`src/hdl/sdo_map.svh`:
```
// Register map, field positions and reset values of the deserializer override block.
// Assumes inclusion by bare name from any file that needs the constants.
`ifndef SDO_MAP_SVH
`define SDO_MAP_SVH

// ----------------------------------------------------------------------
// Register offsets
// ----------------------------------------------------------------------
`define SDO_OFS_MODE 8'h21
`define SDO_OFS_OVERRIDE 8'h22
`define SDO_OFS_LVDS_ONE 8'h27

// ----------------------------------------------------------------------
// Field positions
// ----------------------------------------------------------------------
`define SDO_MODE_FIELD_HI 1
`define SDO_MODE_FIELD_LO 0
`define SDO_MODE_MUX_SEL_BIT 4
`define SDO_OVR_MODE_BIT 0
`define SDO_OVR_MUX_BIT 4
`define SDO_LVDS_SWING_BIT 7
`define SDO_LVDS_SWCTRL_BIT 6
`define SDO_LVDS_CLK_EN_BIT 5
`define SDO_LVDS_LANE_HI 4
`define SDO_LVDS_LANE_LO 0

// ----------------------------------------------------------------------
// Encodings, masks and reset values
// ----------------------------------------------------------------------
`define SDO_MODE_ASI_CODE 2'h3
`define SDO_MODE_WMASK 8'h13
`define SDO_OVR_WMASK 8'h11
`define SDO_LVDS_WMASK 8'hFF
`define SDO_REG_RESET 8'h00
`define SDO_RD_UNMAPPED 8'h00
`define SDO_LANE_ALL_ON 5'h1F

`endif

```
`src/hdl/sdo_pkg.sv`:
```
// Types shared by the deserializer override block.
// Assumes the constants of sdo_map.svh for field widths.
package sdo_pkg;

    // Transport mode that the datapath is steered into.
    typedef enum logic {
        SDO_VIDEO,
        SDO_ASI
    } sdo_mode_t;

    // Registered output and read-back state of the top module; the configuration bytes live in sdo_reg.
    typedef struct packed {
        logic [7:0] rd_data;
        sdo_mode_t mode;
        logic mux_sel;
        logic high_swing;
        logic clk_drv_en;
        logic [4:0] lane_drv_en;
    } sdo_state_t;

    // State of one configuration byte.
    typedef struct packed {
        logic [7:0] value;
    } sdo_byte_t;

endpackage

```
`src/hdl/sdo_reg.sv`:
```
// One writable configuration byte with a write mask.
// Assumes a single-cycle write strobe synchronous to mclk.
`timescale 1ns/10ps
`include "sdo_map.svh"
module sdo_reg #(
    parameter logic [7:0] WMASK = 8'hFF
) (
    input wire logic mclk,
    input wire logic reset,
    input wire logic wr_en,
    input wire logic [7:0] wr_data,
    output logic [7:0] value
);
    sdo_pkg::sdo_byte_t state_q;
    sdo_pkg::sdo_byte_t state_d;

    // Bits outside the mask are reserved and always read as zero.
    always_comb begin
        state_d = state_q;
        if (wr_en) begin
            state_d.value = wr_data & WMASK;
        end
    end

    always_ff @(posedge mclk) begin
        if (reset) begin
            state_q.value <= `SDO_REG_RESET;
        end else begin
            state_q <= state_d;
        end
    end

    assign value = state_q.value;
endmodule

```
`src/hdl/sdo_top.sv`:
```
// Mode, input-select override and first LVDS control byte of the deserializer.
// Assumes the serial configuration engine presents decoded single-cycle strobes.
`timescale 1ns/10ps
`include "sdo_map.svh"
module sdo_top (
    input wire logic mclk,
    input wire logic reset,
    input wire logic [7:0] reg_addr,
    input wire logic reg_wr_en,
    input wire logic [7:0] reg_wr_data,
    input wire logic reg_rd_en,
    output logic [7:0] reg_rd_data,
    input wire logic mode_select_pin,
    input wire logic input_select_pin,
    output logic transport_mode_asi,
    output logic input_mux_sel,
    output logic high_swing_enable,
    output logic recovered_clock_pair_en,
    output logic [4:0] data_lane_en
);
    // ------------------------------------------------------------------
    // Configuration bytes
    // ------------------------------------------------------------------
    logic [7:0] mode_q;
    logic [7:0] ovr_q;
    logic [7:0] lvds_q;
    logic wr_mode;
    logic wr_ovr;
    logic wr_lvds;

    assign wr_mode = reg_wr_en && (reg_addr == `SDO_OFS_MODE);
    assign wr_ovr = reg_wr_en && (reg_addr == `SDO_OFS_OVERRIDE);
    assign wr_lvds = reg_wr_en && (reg_addr == `SDO_OFS_LVDS_ONE);

    // mode field and register mux select
    sdo_reg #(
        .WMASK(`SDO_MODE_WMASK)
    ) u_mode (
        .mclk(mclk),
        .reset(reset),
        .wr_en(wr_mode),
        .wr_data(reg_wr_data),
        .value(mode_q)
    );

    sdo_reg #(
        .WMASK(`SDO_OVR_WMASK)
    ) u_ovr (
        .mclk(mclk),
        .reset(reset),
        .wr_en(wr_ovr),
        .wr_data(reg_wr_data),
        .value(ovr_q)
    );

    sdo_reg #(
        .WMASK(`SDO_LVDS_WMASK)
    ) u_lvds (
        .mclk(mclk),
        .reset(reset),
        .wr_en(wr_lvds),
        .wr_data(reg_wr_data),
        .value(lvds_q)
    );

    // ------------------------------------------------------------------
    // Output steering
    // ------------------------------------------------------------------
    sdo_pkg::sdo_state_t state_q;
    sdo_pkg::sdo_state_t state_d;

    always_comb begin
        state_d = state_q;
        // A read that meets a write in one cycle returns the old value.
        if (reg_rd_en) begin
            unique case (reg_addr)
                `SDO_OFS_MODE: state_d.rd_data = mode_q;
                `SDO_OFS_OVERRIDE: state_d.rd_data = ovr_q;
                `SDO_OFS_LVDS_ONE: state_d.rd_data = lvds_q;
                default: state_d.rd_data = `SDO_RD_UNMAPPED;
            endcase
        end
        // pin or register decides the mode
        if (ovr_q[`SDO_OVR_MODE_BIT]) begin
            // only code 11 selects serial transport
            if (mode_q[`SDO_MODE_FIELD_HI:`SDO_MODE_FIELD_LO] == `SDO_MODE_ASI_CODE) begin
                state_d.mode = sdo_pkg::SDO_ASI;
            end else begin
                state_d.mode = sdo_pkg::SDO_VIDEO;
            end
        end else if (mode_select_pin) begin
            state_d.mode = sdo_pkg::SDO_ASI;
        end else begin
            state_d.mode = sdo_pkg::SDO_VIDEO;
        end
        // register select under override, pin otherwise
        if (ovr_q[`SDO_OVR_MUX_BIT]) begin
            state_d.mux_sel = mode_q[`SDO_MODE_MUX_SEL_BIT];
        end else begin
            state_d.mux_sel = input_select_pin;
        end
        state_d.high_swing = lvds_q[`SDO_LVDS_SWING_BIT];
        // software takes the drivers, otherwise all stay enabled
        if (lvds_q[`SDO_LVDS_SWCTRL_BIT]) begin
            state_d.clk_drv_en = lvds_q[`SDO_LVDS_CLK_EN_BIT];
            // lanes four and three, lanes two to zero
            state_d.lane_drv_en = lvds_q[`SDO_LVDS_LANE_HI:`SDO_LVDS_LANE_LO];
        end else begin
            state_d.clk_drv_en = 1'b1;
            state_d.lane_drv_en = `SDO_LANE_ALL_ON;
        end
    end

    // Drivers come out of reset enabled, matching the hardware default.
    always_ff @(posedge mclk) begin
        if (reset) begin
            state_q.rd_data <= `SDO_RD_UNMAPPED;
            state_q.mode <= sdo_pkg::SDO_VIDEO;
            state_q.mux_sel <= 1'b0;
            state_q.high_swing <= 1'b0;
            state_q.clk_drv_en <= 1'b1;
            state_q.lane_drv_en <= `SDO_LANE_ALL_ON;
        end else begin
            state_q <= state_d;
        end
    end

    assign reg_rd_data = state_q.rd_data;
    assign transport_mode_asi = (state_q.mode == sdo_pkg::SDO_ASI);
    assign input_mux_sel = state_q.mux_sel;
    assign high_swing_enable = state_q.high_swing;
    assign recovered_clock_pair_en = state_q.clk_drv_en;
    assign data_lane_en = state_q.lane_drv_en;
endmodule

```
`config.mk`:
```
export PLATFORM = sky130hd
export DESIGN_NAME = sdo_top
export DESIGN_NICKNAME = d
export VERILOG_FILES = /design/src/hdl/sdo_pkg.sv /design/src/hdl/sdo_reg.sv /design/src/hdl/sdo_top.sv
export VERILOG_INCLUDE_DIRS = /design/src /design/src/hdl
export SDC_FILE = /design/constraint.sdc
export NUM_CORES = 1
export LEC_CHECK = 0
export BUFFER_PORTS_ARGS = -buffer_cell sky130_fd_sc_hd__clkbuf_2
export CAP_MARGIN = 20
export CORE_ASPECT_RATIO = 0.6
export CORE_UTILIZATION = 54
export CTS_CLUSTER_DIAMETER = 80
export CTS_CLUSTER_SIZE = 40
export DETAILED_ROUTE_END_ITERATION = 16
export PLACE_DENSITY = 0.94
export SYNTH_ARGS = -nofsm -noshare
export SYNTH_HDL_FRONTEND = slang
export SYNTH_SLANG_ARGS = --single-unit
```
`constraint.sdc`:
```
create_clock -name mclk -period 2.7 [get_ports mclk]
set_clock_uncertainty 0.1 [all_clocks]
set_input_delay 0.54 -clock mclk [delete_from_list [all_inputs] [get_ports mclk]]
set_output_delay 0.54 -clock mclk [all_outputs]
set_load 0.05 [all_outputs]
```
==> metrics.txt <==
outcome=finished, final reports clean; Peak Freq=521 MHz; Layout area overhead=19.5%; wirelength, routed=2920 µm; crit path max-delay cell type=or3_1; WP data required=2.76 ns; Crit. End Element=register; CP Class=in2reg; H-tree levels=2; first-pass GRT wire length=~4200 µm; period utilisation layout=71.1%; # nets final=190; ranking of synthesized cells by area=dfxtp_1 (45%), nand2b_1 (13%), mux2i_1 (6.8%), o41ai_1 (4.0%), a21oi_1 (3.8%); Mapped Cells=133; minimum clock period after layout=1.92 ns; chip height=40.3 µm; CP top delay family=simple AND/OR/NAND/NOR gates; Initial DRC Count=85; post-synth top area share=a little under half; Pint=~650 µW; clock buffer depth=2; GPL Wtd Cong=0.923; CTS tree=yes; Distinct cells, synth=30; clock net sink count=30; Hold Path Class=reg2reg; r2r setup slk=between 1 and 1.5 ns; hold buffers post-CTS=0; Clock power frac=39.2%; Synth Area per Inst=9.93 µm²; Pre-Repair DR Iteration Count=4; Initial Util=58.9%; number of buffers created by CTS=5; top-count cell post-synth=dfxtp_1; Reg power frac=53.1%; dominant cell type by area after synthesis=dfxtp_1; Rows=13; maximum VDD drop=~0.0003 V; setup_tns=0 ns; hold slack=0.373 ns; hold path endpoint=reg_rd_data[7]; CP max stage delay=roughly 0.49 ns; sequential area share after synthesis=45.5%; clk_lat worst skew=~0.28 ns; Fin. Hold Viols=0; yosys warns=0; crit path max fanout=8; P per Cell Area=531 nW/µm²; GRT Util Overall=between 20% and 30%; asr flop ratio synth=0%; Commonest cells post-synth=dfxtp_1 (30), nand2b_1 (28), a21oi_1 (10); register bit total from synthesis=30; Final Slew Violations=0; core area=around 2200 µm²; critical path, cell by cell=clkbuf_2 -> or3_1 -> nor4_1 -> mux2_2; fraction of layout cells with a size suffix above 1=30.4%; post_cts resized=0; worst-margin pin slew=0.686 ns; residual DRC count=0; Critical Path AT=slightly below 2 ns; P_leak=0.624 nW; max_cap viols=0; hold path cells=2; Antenna Cells=0; reg2reg start=u_mode.value[0]; Hold Startpoint=reg_rd_data[7]; clock slew at reported path FFs=0.06 ns; Slew headroom=about 54%; # setup viols final=0; GRT overflow=0; synthesized area=approximately 1300 µm²; Post-CTS Setup Bufs=0; initial antenna violation count=0; I/O Pins=39; top_reg_cell synth=dfxtp_1; Critical Path Start Type=primary input; ANT nets after route=0; hpwl dp=2140 µm; Vias=1122; total design power=838 µW; DR vias/cell=5.67; r2r endpoint=reg_rd_data[0]; Final Non-Filler Cells=198; Net Sw Power=193 µW; Mapped Nets=155; DIE AREA=2660 µm²; switching share of power=23.0%; Post-synth EDFFs=0; PortBufs=38; pin count of the biggest net entering global routing=31; worst path bufs/invs=1; Logic pwr share=~7.6%; CTS Root Cell=clkbuf_8; RSZ-0062 raised after global routing=false; DP Cell Count=191; Routed WL per cell=between 10 and 15 µm; number of global-route vias before repair=908; R2R depth=3; Die W=65.9 µm
[sequential cells by signal, indices dropped and copies added, names as in the netlist]
register and flops:
u_mode.value 3, data_lane_en 5, high_swing_enable 1, recovered_clock_pair_en 1, u_lvds.value 8, u_ovr.value 2
reg_rd_data 8, transport_mode_asi 1, input_mux_sel 1
[layout by cell type (no fill, tap or decap), drive strengths merged, types with 2 or more instances in the layout]
cell type  count
nor4bb         2
nand4          8
nor4           2
mux2i          9
and4           2
nand3          2
o41ai          6
or4            2
a21oi         10
or3b           3
nor2b          4
dfxtp         30
nor3b          2
a211oi         2
mux2           2
clkbuf        45
nand2b        28
[worst max path at each step]
| stage | from | endpoint | cells after the start |
|---|---|---|---|
| 4_1_cts | reg_addr[7] | u_lvds.value[7] | 4 |
| 2_1_floorplan | reg_addr[7] | u_lvds.value[0] | 5 |
| 3_3_place_gp | reg_addr[7] | u_lvds.value[7] | 4 |
| 5_1_grt | reg_addr[7] | u_lvds.value[7] | 4 |
| 6_report | reg_addr[7] | u_lvds.value[7] | 4 |
| 3_5_place_dp | reg_addr[7] | u_lvds.value[7] | 4 |
[stage by stage]
stage          cell area (µm²)  util, %  worst slack, ns
2_1_floorplan             1320        -            0.701
3_3_place_gp              1500     66.9            0.557
3_5_place_dp              1500     66.9            0.476
4_1_cts                   1580     70.3            0.787
5_1_grt                   1580     70.3            0.744
6_report                  1580     70.3            0.779
[worst register-to-register path: cells and delay by family (launching register included)]
family / cells / cell delay [ns]
simple gates: 1 / 0.32
compound gates: 2 / 0.43
flops: 1 / 0.35
[logic make-up after synthesis]
logic type | Yosys count | share of synthesized area, %
buffers and inverters | 11 | 3.79
and+or+nand+nor | 61 | 32.2
AOI/OAI and AO/OA | 19 | 9.38
muxes | 11 | 8.52
xor gates and xnor gates | 1 | 0.663
DFF | 30 | 45.5
[layout make-up]
cell class / instances / area (µm²)
Sequential cell: 30 / 601
Timing Repair Buffer: 38 / 190
Multi-Input combinational cell: 92 / 671
Clock buffer: 7 / 76.3
Tap cell: 30 / 37.5
Fill cell: 181 / 666
Inverter: 1 / 3.75
[layer usage]
| layer | vias up | track usage (%) | part of all wire (%) |
|---|---|---|---|
| met2 | 38 | 31.6 | 46 |
| li1 | 553 | - | - |
| met4 | 0 | 12.5 | 1.2 |
| met1 | 525 | 31.0 | 46 |
| met3 | 6 | 9.94 | 6.8 |
| met5 | - | 0 | 0 |
[power groups by stage]
stage	combinational, mW	sequential (mW)	clock, mW
2_1_floorplan	0.0336	0.461	0
3_3_place_gp	0.0609	0.455	0
3_5_place_dp	0.0625	0.455	0
4_1_cts	0.0632	0.445	0.334
5_1_grt	0.0691	0.445	0.361
6_report	0.0641	0.445	0.329
Note: power is estimated with default switching activity, not from simulation.
